===== config.mk =====
export PLATFORM = sky130hd
export DESIGN_NAME = mrac_top
export DESIGN_NICKNAME = d
export VERILOG_FILES = /design/src/mrac_pkg.sv /design/src/mrac_region_if.sv /design/src/mrac_region_match.sv /design/src/mrac_top.sv
export VERILOG_INCLUDE_DIRS = /design/src
export SDC_FILE = /design/constraint.sdc
export NUM_CORES = 1
export LEC_CHECK = 0
export ABC_AREA = 1
export ABC_CLOCK_PERIOD_IN_PS = 7650
export BUFFER_PORTS_ARGS = -buffer_cell sky130_fd_sc_hd__clkbuf_2
export CORE_UTILIZATION = 45
export DETAILED_ROUTE_END_ITERATION = 6
export GPL_ROUTABILITY_DRIVEN = 0
export GPL_TIMING_DRIVEN = 0
export HOLD_SLACK_MARGIN = 0.15
export PLACE_DENSITY = 0.66
export REMOVE_ABC_BUFFERS = 1
export SLEW_MARGIN = 40
export SYNTH_ARGS = -nofsm -noshare
export SYNTH_HDL_FRONTEND = slang
export SYNTH_SLANG_ARGS = --single-unit

===== constraint.sdc =====
create_clock -name core_clk -period 7.65 [get_ports core_clk]
set_input_delay 0.765 -clock core_clk [delete_from_list [all_inputs] [get_ports core_clk]]
set_output_delay 0.765 -clock core_clk [all_outputs]
set_load 0.005 [all_outputs]

===== src/mrac_params.svh =====
// constants for the region attribute check block
`ifndef MRAC_PARAMS_SVH
`define MRAC_PARAMS_SVH
// register byte offsets
`define MRAC_OFF_CTRL 12'h000
`define MRAC_OFF_SEL 12'h004
`define MRAC_OFF_BASE 12'h008
`define MRAC_OFF_ATTR 12'h00C
`define MRAC_OFF_STAT 12'h010
`define MRAC_OFF_IEN 12'h014
`define MRAC_OFF_ICLR 12'h018
// field positions
`define MRAC_NOEXEC_BIT 28
`define MRAC_PERM_HI 26
`define MRAC_PERM_LO 24
`define MRAC_TYPEXT_HI 21
`define MRAC_TYPEXT_LO 19
`define MRAC_S_BIT 18
`define MRAC_C_BIT 17
`define MRAC_B_BIT 16
`define MRAC_SUBDIS_HI 15
`define MRAC_SUBDIS_LO 8
`define MRAC_SIZE_HI 5
`define MRAC_SIZE_LO 1
`define MRAC_EN_BIT 0
// limits and reset values
`define MRAC_SIZE_MIN 5'h07
`define MRAC_ATTR_RST 32'h00000000
`define MRAC_CTRL_RST 3'h0
// writable bits of the attribute register
`define MRAC_ATTR_MASK 32'h173FFF3F
`endif


===== src/mrac_pkg.sv =====
// types for the region attribute check block
package mrac_pkg;
    // decoded memory type
    typedef enum logic [1:0] {
        MRAC_MEM_STRONG = 2'h0,
        MRAC_MEM_DEVICE = 2'h1,
        MRAC_MEM_NORM_WT = 2'h2,
        MRAC_MEM_NORM_WB = 2'h3
    } mrac_mem_type;
    // access kind
    typedef enum logic [1:0] {
        MRAC_ACC_READ = 2'h0,
        MRAC_ACC_WRITE = 2'h1,
        MRAC_ACC_FETCH = 2'h2
    } mrac_acc_type;
    // answer state, one hot
    typedef enum logic [1:0] {
        MRAC_ST_IDLE = 2'b01,
        MRAC_ST_DONE = 2'b10
    } mrac_state_type;
endpackage : mrac_pkg


===== src/mrac_region_if.sv =====
// one region's decoded view shared between checker pieces
`timescale 1ns/10ps
interface mrac_region_if;
    logic [31:0] attr; // region attribute and size word
    logic [31:0] base; // region base address
    logic [31:0] addr; // address under test
    logic hit; // address inside an enabled subregion
    logic sub_off; // address in region but subregion disabled
    modport owner (output attr, output base, output addr,
        input hit, input sub_off);
    modport matcher (input attr, input base, input addr,
        output hit, output sub_off);
endinterface : mrac_region_if


===== src/mrac_region_match.sv =====
// address match of one region with subregion disables
`timescale 1ns/10ps
`include "mrac_params.svh"
module mrac_region_match (
    // region view
    mrac_region_if.matcher rgn
);
    logic [4:0] size_code; // region size code
    logic [31:0] hi_mask; // address bits above the region size
    logic [2:0] sub_idx; // subregion index of the address
    logic in_span; // address inside the aligned span
    logic [5:0] shamt; // size code plus one

    // size and span decode
    always_comb begin
        size_code = rgn.attr[`MRAC_SIZE_HI:`MRAC_SIZE_LO];
        shamt = {1'b0, size_code} + 6'h01;
        hi_mask = (shamt >= 6'h20) ? 32'h00000000
            : (32'hFFFFFFFF << shamt[4:0]);
        in_span = ((rgn.addr ^ rgn.base) & hi_mask) == 32'h00000000;
        // three bits below the top of the span pick a subregion
        sub_idx = 3'((rgn.addr >> (shamt - 6'h03)) & 32'h00000007);
        // bit 8 is the lowest address eighth, bit 15 the highest
        rgn.sub_off = in_span
            && rgn.attr[`MRAC_SUBDIS_LO + sub_idx];
        rgn.hit = in_span && !rgn.sub_off;
    end
endmodule : mrac_region_match


===== src/mrac_top.sv =====
// region attribute check with apb register file and interrupt
`timescale 1ns/10ps
`include "mrac_params.svh"
module mrac_top #(
    parameter int NUM_REGIONS = 8
) (
    // clock and reset
    input wire logic core_clk,
    input wire logic resetn,
    // apb slave
    input wire logic psel,
    input wire logic penable,
    input wire logic pwrite,
    input wire logic [11:0] paddr,
    input wire logic [31:0] pwdata,
    output logic [31:0] prdata,
    output logic pready,
    output logic pslverr,
    // access check request from the core
    input wire logic chk_valid,
    input wire logic [31:0] chk_addr,
    input wire logic chk_priv,
    input wire mrac_pkg::mrac_acc_type chk_kind,
    // check answer
    output logic res_valid,
    output logic res_fault,
    output logic res_severe_fault,
    output logic res_shareable,
    output mrac_pkg::mrac_mem_type res_mem_type,
    // interrupt
    output logic irq
);
    // at least one select bit, so a single region still has an index
    localparam int SELW = (NUM_REGIONS > 1) ? $clog2(NUM_REGIONS) : 1;

    // refuse region counts the select logic cannot serve
    if (NUM_REGIONS < 1 || NUM_REGIONS > 16) begin : g_bad_regions
        $error("mrac_top: NUM_REGIONS must be 1 to 16");
    end

    // register state
    logic [2:0] ctrl_reg, ctrl_next; // [0] enable, [2] background map
    logic [7:0] sel_reg, sel_next; // region select
    logic [31:0] attr_reg [NUM_REGIONS]; // attribute and size words
    logic [31:0] base_reg [NUM_REGIONS]; // base addresses
    logic [31:0] attr_next [NUM_REGIONS];
    logic [31:0] base_next [NUM_REGIONS];
    logic [1:0] stat_reg, stat_next; // [0] fault, [1] severe fault
    logic [1:0] ien_reg, ien_next; // interrupt enables
    // answer state
    mrac_pkg::mrac_state_type st_reg, st_next;
    logic fault_reg, fault_next;
    logic sev_reg, sev_next;
    logic shr_reg, shr_next;
    mrac_pkg::mrac_mem_type mt_reg, mt_next;
    logic [31:0] rd_reg, rd_next; // read data register

    // per region match results
    logic [NUM_REGIONS-1:0] hit_vec;
    logic [NUM_REGIONS-1:0] act_vec;

    // one matcher per region
    for (genvar g = 0; g < NUM_REGIONS; g++) begin : g_rgn
        mrac_region_if rif ();
        assign rif.attr = attr_reg[g];
        assign rif.base = base_reg[g];
        assign rif.addr = chk_addr;
        mrac_region_match u_match (
            .rgn(rif.matcher)
        );
        // region needs its own enable and the global one
        assign act_vec[g] = attr_reg[g][`MRAC_EN_BIT]
            && ctrl_reg[0];
        assign hit_vec[g] = act_vec[g] && rif.hit;
    end

    // apb decode
    logic wr_en, rd_en, sel_ok;
    logic [SELW-1:0] sel_idx;
    always_comb begin
        wr_en = psel && penable && pwrite;
        rd_en = psel && !penable && !pwrite;
        sel_idx = SELW'(sel_reg);
        sel_ok = sel_reg < 8'(NUM_REGIONS);
    end

    // check decode: highest numbered hit wins
    logic any_hit;
    logic [31:0] win_attr;
    logic [2:0] perm_code;
    logic rd_ok, wr_ok, allow, is_fetch;
    always_comb begin
        any_hit = 1'b0;
        win_attr = 32'h00000000;
        for (int i = 0; i < NUM_REGIONS; i++) begin
            if (hit_vec[i]) begin
                any_hit = 1'b1;
                win_attr = attr_reg[i];
            end
        end
        perm_code = win_attr[`MRAC_PERM_HI:`MRAC_PERM_LO];
        rd_ok = 1'b0;
        wr_ok = 1'b0;
        unique case (perm_code)
            3'h0: begin
                rd_ok = 1'b0;
                wr_ok = 1'b0;
            end
            3'h1: begin
                rd_ok = chk_priv;
                wr_ok = chk_priv;
            end
            3'h2: begin
                rd_ok = 1'b1;
                wr_ok = chk_priv;
            end
            3'h3: begin
                rd_ok = 1'b1;
                wr_ok = 1'b1;
            end
            // reserved code: treated as no access, the safe choice
            3'h4: begin
                rd_ok = 1'b0;
                wr_ok = 1'b0;
            end
            3'h5: begin
                rd_ok = chk_priv;
                wr_ok = 1'b0;
            end
            default: begin // 110 and 111
                rd_ok = 1'b1;
                wr_ok = 1'b0;
            end
        endcase
        is_fetch = chk_kind == mrac_pkg::MRAC_ACC_FETCH;
        if (!ctrl_reg[0]) begin
            allow = 1'b1; // default map for all
        end else if (!any_hit) begin
            allow = chk_priv && ctrl_reg[2];
        end else if (is_fetch) begin
            // fetch needs read right and no-execute clear
            allow = rd_ok && !win_attr[`MRAC_NOEXEC_BIT];
        end else if (chk_kind == mrac_pkg::MRAC_ACC_WRITE) begin
            allow = wr_ok;
        end else begin
            allow = rd_ok;
        end
    end

    // memory type decode of the winning region
    mrac_pkg::mrac_mem_type mt_dec;
    logic shr_dec;
    always_comb begin
        // type extension is taken as 000; other values reserved
        mt_dec = mrac_pkg::mrac_mem_type'({win_attr[`MRAC_C_BIT],
            win_attr[`MRAC_B_BIT]});
        // shareable bit only matters for normal memory
        if (!any_hit || !ctrl_reg[0]) begin
            mt_dec = mrac_pkg::MRAC_MEM_STRONG;
            shr_dec = 1'b1;
        end else if (mt_dec == mrac_pkg::MRAC_MEM_NORM_WT
            || mt_dec == mrac_pkg::MRAC_MEM_NORM_WB) begin
            shr_dec = win_attr[`MRAC_S_BIT];
        end else begin
            shr_dec = 1'b1;
        end
    end

    // answer next state: result one cycle after request
    always_comb begin
        st_next = mrac_pkg::MRAC_ST_IDLE;
        fault_next = fault_reg;
        sev_next = sev_reg;
        shr_next = shr_reg;
        mt_next = mt_reg;
        if (chk_valid) begin
            st_next = mrac_pkg::MRAC_ST_DONE;
            fault_next = !allow;
            sev_next = !allow && is_fetch;
            shr_next = shr_dec;
            mt_next = mt_dec;
        end
    end

    // register file next state
    always_comb begin
        ctrl_next = ctrl_reg;
        sel_next = sel_reg;
        ien_next = ien_reg;
        for (int i = 0; i < NUM_REGIONS; i++) begin
            attr_next[i] = attr_reg[i];
            base_next[i] = base_reg[i];
        end
        // sticky events: the set wins over a same-cycle clear
        stat_next = stat_reg;
        if (wr_en && paddr == `MRAC_OFF_ICLR)
            stat_next = stat_reg & ~pwdata[1:0];
        if (chk_valid && !allow)
            stat_next[0] = 1'b1;
        if (chk_valid && !allow && is_fetch)
            stat_next[1] = 1'b1;
        if (wr_en) begin
            unique case (paddr)
                `MRAC_OFF_CTRL: ctrl_next = pwdata[2:0];
                `MRAC_OFF_SEL: sel_next = pwdata[7:0];
                `MRAC_OFF_BASE: begin
                    if (sel_ok)
                        base_next[sel_idx] = {pwdata[31:8], 8'h00};
                end
                `MRAC_OFF_ATTR: begin
                    if (sel_ok)
                        attr_next[sel_idx] = pwdata & `MRAC_ATTR_MASK;
                end
                `MRAC_OFF_IEN: ien_next = pwdata[1:0];
                default: begin
                end
            endcase
        end
    end

    // read data, captured in the setup cycle
    always_comb begin
        rd_next = rd_reg;
        if (rd_en) begin
            unique case (paddr)
                `MRAC_OFF_CTRL: rd_next = {29'h0, ctrl_reg};
                `MRAC_OFF_SEL: rd_next = {24'h0, sel_reg};
                `MRAC_OFF_BASE:
                    rd_next = sel_ok ? base_reg[sel_idx] : 32'h0;
                `MRAC_OFF_ATTR:
                    rd_next = sel_ok ? attr_reg[sel_idx] : 32'h0;
                `MRAC_OFF_STAT: rd_next = {30'h0, stat_reg};
                `MRAC_OFF_IEN: rd_next = {30'h0, ien_reg};
                default: rd_next = 32'h00000000;
            endcase
        end
    end

    // all state registers
    always_ff @(posedge core_clk or negedge resetn) begin
        if (!resetn) begin
            ctrl_reg <= `MRAC_CTRL_RST;
            sel_reg <= 8'h00;
            stat_reg <= 2'h0;
            ien_reg <= 2'h0;
            rd_reg <= 32'h00000000;
            st_reg <= mrac_pkg::MRAC_ST_IDLE;
            fault_reg <= 1'b0;
            sev_reg <= 1'b0;
            shr_reg <= 1'b0;
            mt_reg <= mrac_pkg::MRAC_MEM_STRONG;
            for (int i = 0; i < NUM_REGIONS; i++) begin
                attr_reg[i] <= `MRAC_ATTR_RST;
                base_reg[i] <= 32'h00000000;
            end
        end else begin
            ctrl_reg <= ctrl_next;
            sel_reg <= sel_next;
            stat_reg <= stat_next;
            ien_reg <= ien_next;
            rd_reg <= rd_next;
            st_reg <= st_next;
            fault_reg <= fault_next;
            sev_reg <= sev_next;
            shr_reg <= shr_next;
            mt_reg <= mt_next;
            for (int i = 0; i < NUM_REGIONS; i++) begin
                attr_reg[i] <= attr_next[i];
                base_reg[i] <= base_next[i];
            end
        end
    end

    // outputs; apb answers with no wait state
    always_comb begin
        prdata = rd_reg;
        pready = 1'b1;
        pslverr = 1'b0;
        res_valid = st_reg == mrac_pkg::MRAC_ST_DONE;
        res_fault = fault_reg;
        res_severe_fault = sev_reg;
        res_shareable = shr_reg;
        res_mem_type = mt_reg;
        irq = |(stat_reg & ien_reg);
    end
endmodule : mrac_top


# Word-level counts from Yosys, hierarchy flattened
# Index checks and enable logic that the tools add are counted.
# op_classes
n_addsub,24
n_mul,0
n_div,0
magnitude_cmp,19
eq_ne,16
shifts,16
mux,66
bitwise,20
reduce_logical,80
# op_table
op,count
$bwmux W256,2
$mux W32,15
$and A32 B32 Y32,8
$logic_not A32 Y1,8
$lt A32 B6 Y1 const B,8
$shl A32 B5 Y32 const A,8
$shr A32 B6 Y3,8
$xor A32 B32 Y32,8
$mux W29,8
$bmux W32 S3,2
$pmux W32 S6,1
$demux W32 S3,1
$add A5 B1 Y6 const B,8
$ge A6 B6 Y1 const B,8
$sub A6 B2 Y6 const B,8
$logic_and A1 B1 Y1,43
$add A4 B3 Y5 const A,8
$bmux W1 S5,8
$eq A12 B5 Y1 const B,3
$eq A12 B4 Y1 const B,2
$mux W1,24
$logic_not A1 Y1,14
$eq A12 B3 Y1 const B,1
$logic_not A12 Y1,1
19 further kinds,36
# word_totals
register_bits,566
latchBits,0
ramBits,0
mem_bits_ro,0
input_bits,85
output_inout_bits,41
word_cells,268
mem_count,0

# Logic depth before layout (Yosys ltp)
# logic_depth
depth_word,29
ltp_mapped,32
ltp_nobuf,30

# Modules after synthesis
# From an unflattened synthesis, not the netlist that was laid out.
# hier_totals
cells_unflattened,5230
hier_area_um2,35582.9
# by_module_without_submodules
mod,instances,cells_per_inst,area_per_inst_um2,seq_area_each_um2
mrac_top,1,2163,19220.9,10961.8
mrac_region_match at g_rgn[3].u_match ...,5,383,2075.7,0.0
mrac_region_match at g_rgn[0].u_match ...,3,384,1994.4,0.0

# Least setup slack after synthesis
# No wires, ideal clock.
# synth_path
path_type,register to register
from,"register attr_reg, in the netlist g_rgn[2].rif.attr[1]"
to,register stat_reg[0]
setup_ns,0.121
arrival_ns,3.358
required_time_ns,7.529
setup_slack_ns,4.172
path_stages_with_launch,30
path_buffers,2
period_less_slack_ns,3.478
path_cell_list,dfrtp_1 ha_1 inv_1 ha_1 ha_1 inv_1 clkbuf_1 a21oi_1 nand3_1 nand3_1 nand2_1 nand2_1 nand2_1 nor2_1 nand3_1 nand2_1 nand2_1 nand3_1 buf_2 nand2_2 nor2_4 nor2_1 nand2_1 nand2_1 nand2_1 a21oi_2 nor2_2 nand3_2 nand2_1 nand2_1
# synth_between
elab_chain_cells,26
elab_cells_between_ends,48
cone_classes,3 x add/sub; 1 x order compare; 5 x eq/ne; 2 x shift; 22 x mux; 1 x bitwise; 14 x reduce/logical
# synth_rtl
element,line,source
"start, declared",mrac_top.sv:44,logic [31:0] attr_reg [NUM_REGIONS];
"start signal, assigned by index",mrac_top.sv:253,attr_reg[i] <= `MRAC_ATTR_RST;
"start signal, assigned by index",mrac_top.sv:268,attr_reg[i] <= attr_next[i];
$add A5 B1 Y6,mrac_region_match.sv:17,"shamt = {1'b0, size_code} + 6'h01;"
$sub A6 B2 Y6,mrac_region_match.sv:22,sub_idx = 3'((rgn.addr >> (shamt - 6'h03)) & 32'h00000007);
$shr A32 B6 Y3,mrac_region_match.sv:22,
$add A4 B3 Y5 (no source line),n/a,
$bmux W1 S5,mrac_region_match.sv:25,&& rgn.attr[`MRAC_SUBDIS_LO + sub_idx];
$mux W1,mrac_region_match.sv:25,
$logic_and A1 B1 Y1,mrac_region_match.sv:24,rgn.sub_off = in_span
$logic_not A1 Y1,mrac_region_match.sv:26,rgn.hit = in_span && !rgn.sub_off;
[... 10 more ...],n/a,
$pmux W1 S2,mrac_top.sv:104,unique case (perm_code)
$mux W1 or $logic_and A1 B1 Y1 (tied branches),"mrac_top.sv:143, mrac_top.sv:142",
$mux W1,mrac_top.sv:140,end else if (is_fetch) begin
$mux W1 *,mrac_top.sv:138,end else if (!any_hit) begin
$mux W1 *,mrac_top.sv:136,if (!ctrl_reg[0]) begin
$logic_not A1 Y1 *,mrac_top.sv:198,if (chk_valid && !allow)
$logic_and A1 B1 Y1 *,mrac_top.sv:198,
$mux W1 or $reduce_bool A2 Y1 (tied branches),n/a,
"end signal, assigned",mrac_top.sv:259,stat_reg <= stat_next;
"end, declared",mrac_top.sv:48,"logic [1:0] stat_reg, stat_next;"
# Every way passes the cells marked *; elsewhere a longest branch is shown, timed or not. The select of a mux whose other input is x is not followed.
# A chain may end at the register's enable or synchronous reset.

# Worst setup path in the final report
# layout_path
from,"register attr_reg, in the netlist g_rgn[7].rif.attr[1]"
to,register shr_reg (netlist: res_shareable)
# layout_between
elab_chain_cells,15
elab_cells_between_ends,24
cone_classes,3 x add/sub; 1 x order compare; 2 x eq/ne; 2 x shift; 7 x mux; 1 x bitwise; 8 x reduce/logical
# layout_rtl
element,line,source
$add A5 B1 Y6,mrac_region_match.sv:17,
$sub A6 B2 Y6,mrac_region_match.sv:22,
$shr A32 B6 Y3,mrac_region_match.sv:22,
$add A4 B3 Y5 (no source line),n/a,
$bmux W1 S5,mrac_region_match.sv:25,
$mux W1,mrac_region_match.sv:25,
$logic_and A1 B1 Y1,mrac_region_match.sv:24,
$logic_not A1 Y1,mrac_region_match.sv:26,
$logic_and A1 B1 Y1 *,mrac_region_match.sv:26,
$logic_and A1 B1 Y1 *,mrac_top.sv:74,assign hit_vec[g] = act_vec[g] && rif.hit;
$mux W29,mrac_top.sv:96,if (hit_vec[i]) begin
$eq A2 B2 Y1 (on tied branches),"mrac_top.sv:161, mrac_top.sv:162",
$logic_or A1 B1 Y1,mrac_top.sv:162,|| mt_dec == mrac_pkg::MRAC_MEM_NORM_WB) begin
$mux W1,mrac_top.sv:161,end else if (mt_dec == mrac_pkg::MRAC_MEM_NORM_WT
$mux W1 *,mrac_top.sv:158,if (!any_hit || !ctrl_reg[0]) begin
"end signal, assigned",mrac_top.sv:265,shr_reg <= shr_next;
"end, declared",mrac_top.sv:54,"logic shr_reg, shr_next;"
# Marked as above.

==> out/metrics.csv <==
stage,metric,value,unit
run_status,outcome,"finished, final reports clean",
setup_path,worst reg2reg startpoint,g_rgn[7].rif.attr[1],
route,via count,36103,
worst_hold_path,cell depth of the worst hold path,1,
clocking,Post-CTS Resized,0,
power_and_ir_drop,Max VDD drop,126.0,uV
global_routing,GRT Overall Usage,38.61,%
floorplan,CORE AREA,0.07296,mm^2
synthesis,adder-cell share of the synthesized area,1.808,%
layout,area grow syn2layout,8.740,%
clocking,Clock Sinks,438,
flow_run,max_cap viols,0,
clocking,"CTS clk-pin slew, worst paths",0.06,ns
floorplan,Initial Util,45.54,%
layout,post-route non-filler standard cell count,5736,
global_routing,GRT Residual Overflow,0,
timing,Final Skew,0.02440,ns
global_routing,M2 GR Usage,53.02,%
synthesis,fraction of synthesized area in multiplexers,0.03013,%
placed_design,Placed Cells,5648,
route,Via density,6.294,
worst_hold_path,hold path startpoint,chk_valid,
clocking,hold bufs inserted after CTS,1,
synthesis,Post-Synthesis Cells,4874,
power_and_ir_drop,total power,5268,uW
floorplan,I/O pins,126,
timing,relative slew slack,35.32,%
layout,Fill cells,7309,
timing,RSZ-0062 raised after global routing,no,
layout,final net count,4874,
setup_path,endpoint class of the critical path,flip-flop,
synthesis,Syn Std Cell Area,0.03323,mm^2
synthesis,Post-Synth Simple-Gate Area,29.12,%
setup_path,critical path data required time,8.16,ns
clocking,TritonCTS Buffers,48,
synthesis,Post-synth EDFFs,0,
layout,antenna diode count,0,
placed_design,# port buffers,123,
timing,Achievable Freq,0.1751,GHz
synthesis,Seq cells post-synth,438,
route,DRT Wirelength,147300,um
placed_design,Post-DP HPWL,102700,um
power_and_ir_drop,PwrDens,145.8,mW/mm^2
setup_path,crit path from,g_rgn[7].rif.attr[1],
power_and_ir_drop,Leak Pwr,0.01663,uW
setup_path,WP data arrival,6.23,ns
worst_hold_path,hold worst-path end,st_reg[1],
clocking,clock latency on the worst-skew pair,0.62,ns
setup_path,reg2reg path depth,23,
floorplan,Die X,273.7,um
timing,Tightest Pin Transition,0.9695,ns
route,routed length per instance,25.68,um
global_routing,Top Usage Layer GRT,met2,
clocking,TritonCTS clock tree,yes,
setup_path,CP max FO,49,
route,DR pass1 iterations,7,
floorplan,Cell Rows,99,
route,1st-iter DRT viols,5999,
worst_hold_path,Hold Crit Class,input port to flip-flop,
synthesis,Post-Synth XOR/XNOR Area,5.991,%
setup_path,reg-to-reg setup timing slack,1.94,ns
timing,Final Max Slew Viols,0,
global_routing,vias in the first global route,32299,
floorplan,Die H,273.7,um
timing,Final min period,5.712,ns
layout,layout cell share with drive strength beyond 1,9.734,%
synthesis,synthesized area per cell,6.817,um^2
setup_path,Reg2Reg Capture Point,res_shareable,
clocking,root buffer cell,clkbuf_16,
global_routing,met1 Usage GRT,50.47,%
synthesis,ys async rst share,100.0,%
synthesis,Synth Flop Type,dfrtp_1,
timing,Tcrit/Tclk final,74.66,%
global_routing,initial antenna violation count,4,
clocking,# H-tree levels,2,
synthesis,Synth Area in Compound Gates,21.31,%
synthesis,largest family of logic cells by synthesized area,simple AND/OR/NAND/NOR gates,
setup_path,CP startpoint kind,flip-flop,
global_routing,GR Util met3,11.18,%
synthesis,synth unique cells,66,
layout,Final Util,49.52,%
route,DRC Markers,0,
synthesis,post-synthesis sequential area ratio,32.99,%
timing,final setup vio count,0,
route,Detail Route Antenna Nets,0,
synthesis,yosys warns,0,
clocking,Post-CTS Setup Inserts,0,
setup_path,Setup CP Type,flip-flop to flip-flop,
global_routing,first-pass GRT wire length,213600,um
global_routing,largest net degree at the start of global routing,68,
clocking,CTS Buffer Depth,3,
floorplan,Die ar.,0.07493,mm^2
timing,final hold vios,0,
[synth_stat cells, drive strengths merged (2+ instances only)]
master   number  area (um^2)
o221ai       29        254.0
nor4         11        68.82
nor2        311         1314
inv         355         1333
nand3       386         2047
o32ai         4        35.03
o2111ai       7        61.31
dfrtp       437        10940
or2          21        131.4
o211ai       78        590.6
ha           48        600.6
a31oi         5        31.28
conb          2        7.510
a21oi       126        634.4
buf         137        765.7
a41oi         3        26.28
o22ai       145        907.1
o21ai       781         3909
xnor2        67        594.3
a22o          3        26.28
xor2        144         1396
o21bai        2        18.77
o221a         3        33.78
o31ai         9        67.56
nand4       105        684.4
o2bb2ai       2        17.52
a32o          7        70.07
a31o          6        52.55
nand3b        4        30.03
clkinv        6        22.52
a221oi       10        87.58
o311ai        2        17.52
nor3         34        181.4
o41ai        19        166.4
clkbuf      207        777.0
or4          16        120.1
nand2      1330         5100
a22oi         7        52.55
[stage by stage]
| stage | setup TNS (ns) | cell area (um^2) | hold WS, ns | setup WS, ns |
|---|---|---|---|---|
| after global routing | 0 | 36130 | 0.3259 | 1.685 |
| after global placement | -1955.96 | 33500 | 0.4642 | -4.570 |
| after CTS | 0 | 36070 | 0.3155 | 2.182 |
| after detailed placement | 0 | 34430 | 0.4711 | 2.203 |
| after floorplan | 0 | 31680 | 0.4457 | 3.300 |
| final | 0 | 36130 | 0.3254 | 1.938 |
[how the worst max path moves through the flow]
stage / to / slack, ns / depth (start not counted)
after CTS: res_shareable / 2.18 / 23
after detailed placement: res_shareable / 2.20 / 22
after global routing: res_shareable / 1.69 / 23
final: res_shareable / 1.94 / 23
after global placement: g_rgn[3].rif.attr[12] / -4.57 / 1
after floorplan: stat_reg[0] / 3.30 / 27
[layer usage]
metal,wire [um],up-vias
met2,57850,2576
met4,14090,4
met1,54910,16756
li1,-,16188
met3,20380,579
met5,57,-
[critical path, cell delays in order, from the launching register on]
cell      delay (ns)
dfrtp_2         0.88
ha_1            0.32
inv_1           0.06
ha_1            0.38
ha_1            0.51
clkinv_1        0.48
a21oi_1         0.25
o21ai_0         0.11
a21oi_1         0.15
o21ai_1         0.08
o211ai_1        0.12
nand3_1         0.42
nand3_1         0.23
nand2_1         0.07
nand2_1         0.19
nand3_2         0.27
nand2_1         0.24
inv_2           0.08
nand4_1         0.13
nand3_1         0.20
nor2_1          0.14
o21ai_1         0.11
nor2_1          0.12
nor2_1          0.04
[cell families (layout without fill, tap and decap cells)]
family	Yosys count	in the layout
adders and majority gates	48	48
DFF	438	438
other	2	2
xor gates and xnor gates	211	211
buffers and inverters	705	608
and+or+nand+nor	2218	2218
AOI/OAI and AO/OA	1251	1251
muxes	1	1
[where the power goes]
part	switching [uW]	internal [uW]	total [uW]
combinational	392	125	517
clock	1030	1400	2420
sequential	3.17	2320	2330
[area by class of cell]
class	instances	area [um^2]	share of cell area, %
Clock inverter	14	192.7	0.5333
Inverter	361	1363	3.771
Timing Repair Buffer	161	1246	3.449
Tap cell	959	1200	3.321
Clock buffer	72	1433	3.965
Multi-Input combinational cell	3731	19720	54.58
Sequential cell	438	10980	30.38
[cells in the final DEF, fill, tap and decap left out, types with 13 or more instances in the layout]
master	n
nand2_1	1277
o21ai_0	743
dfrtp_1	429
nand3_1	360
inv_1	313
nor2_1	278
o22ai_1	145
a21oi_1	125
xor2_1	120
clkbuf_2	118
nand4_1	102
o211ai_1	77
xnor2_1	66
clkbuf_16	49
ha_1	48
inv_2	38
o21ai_1	38
o221ai_1	29
nor3_1	28
nand2_4	28
nand3_2	26
nand2_2	25
nor2_2	20
xor2_2	19
o41ai_1	19
or2_2	19
or4_1	16
buf_12	16
clkbuf_8	13
Note: power is estimated with default switching activity, not from simulation.
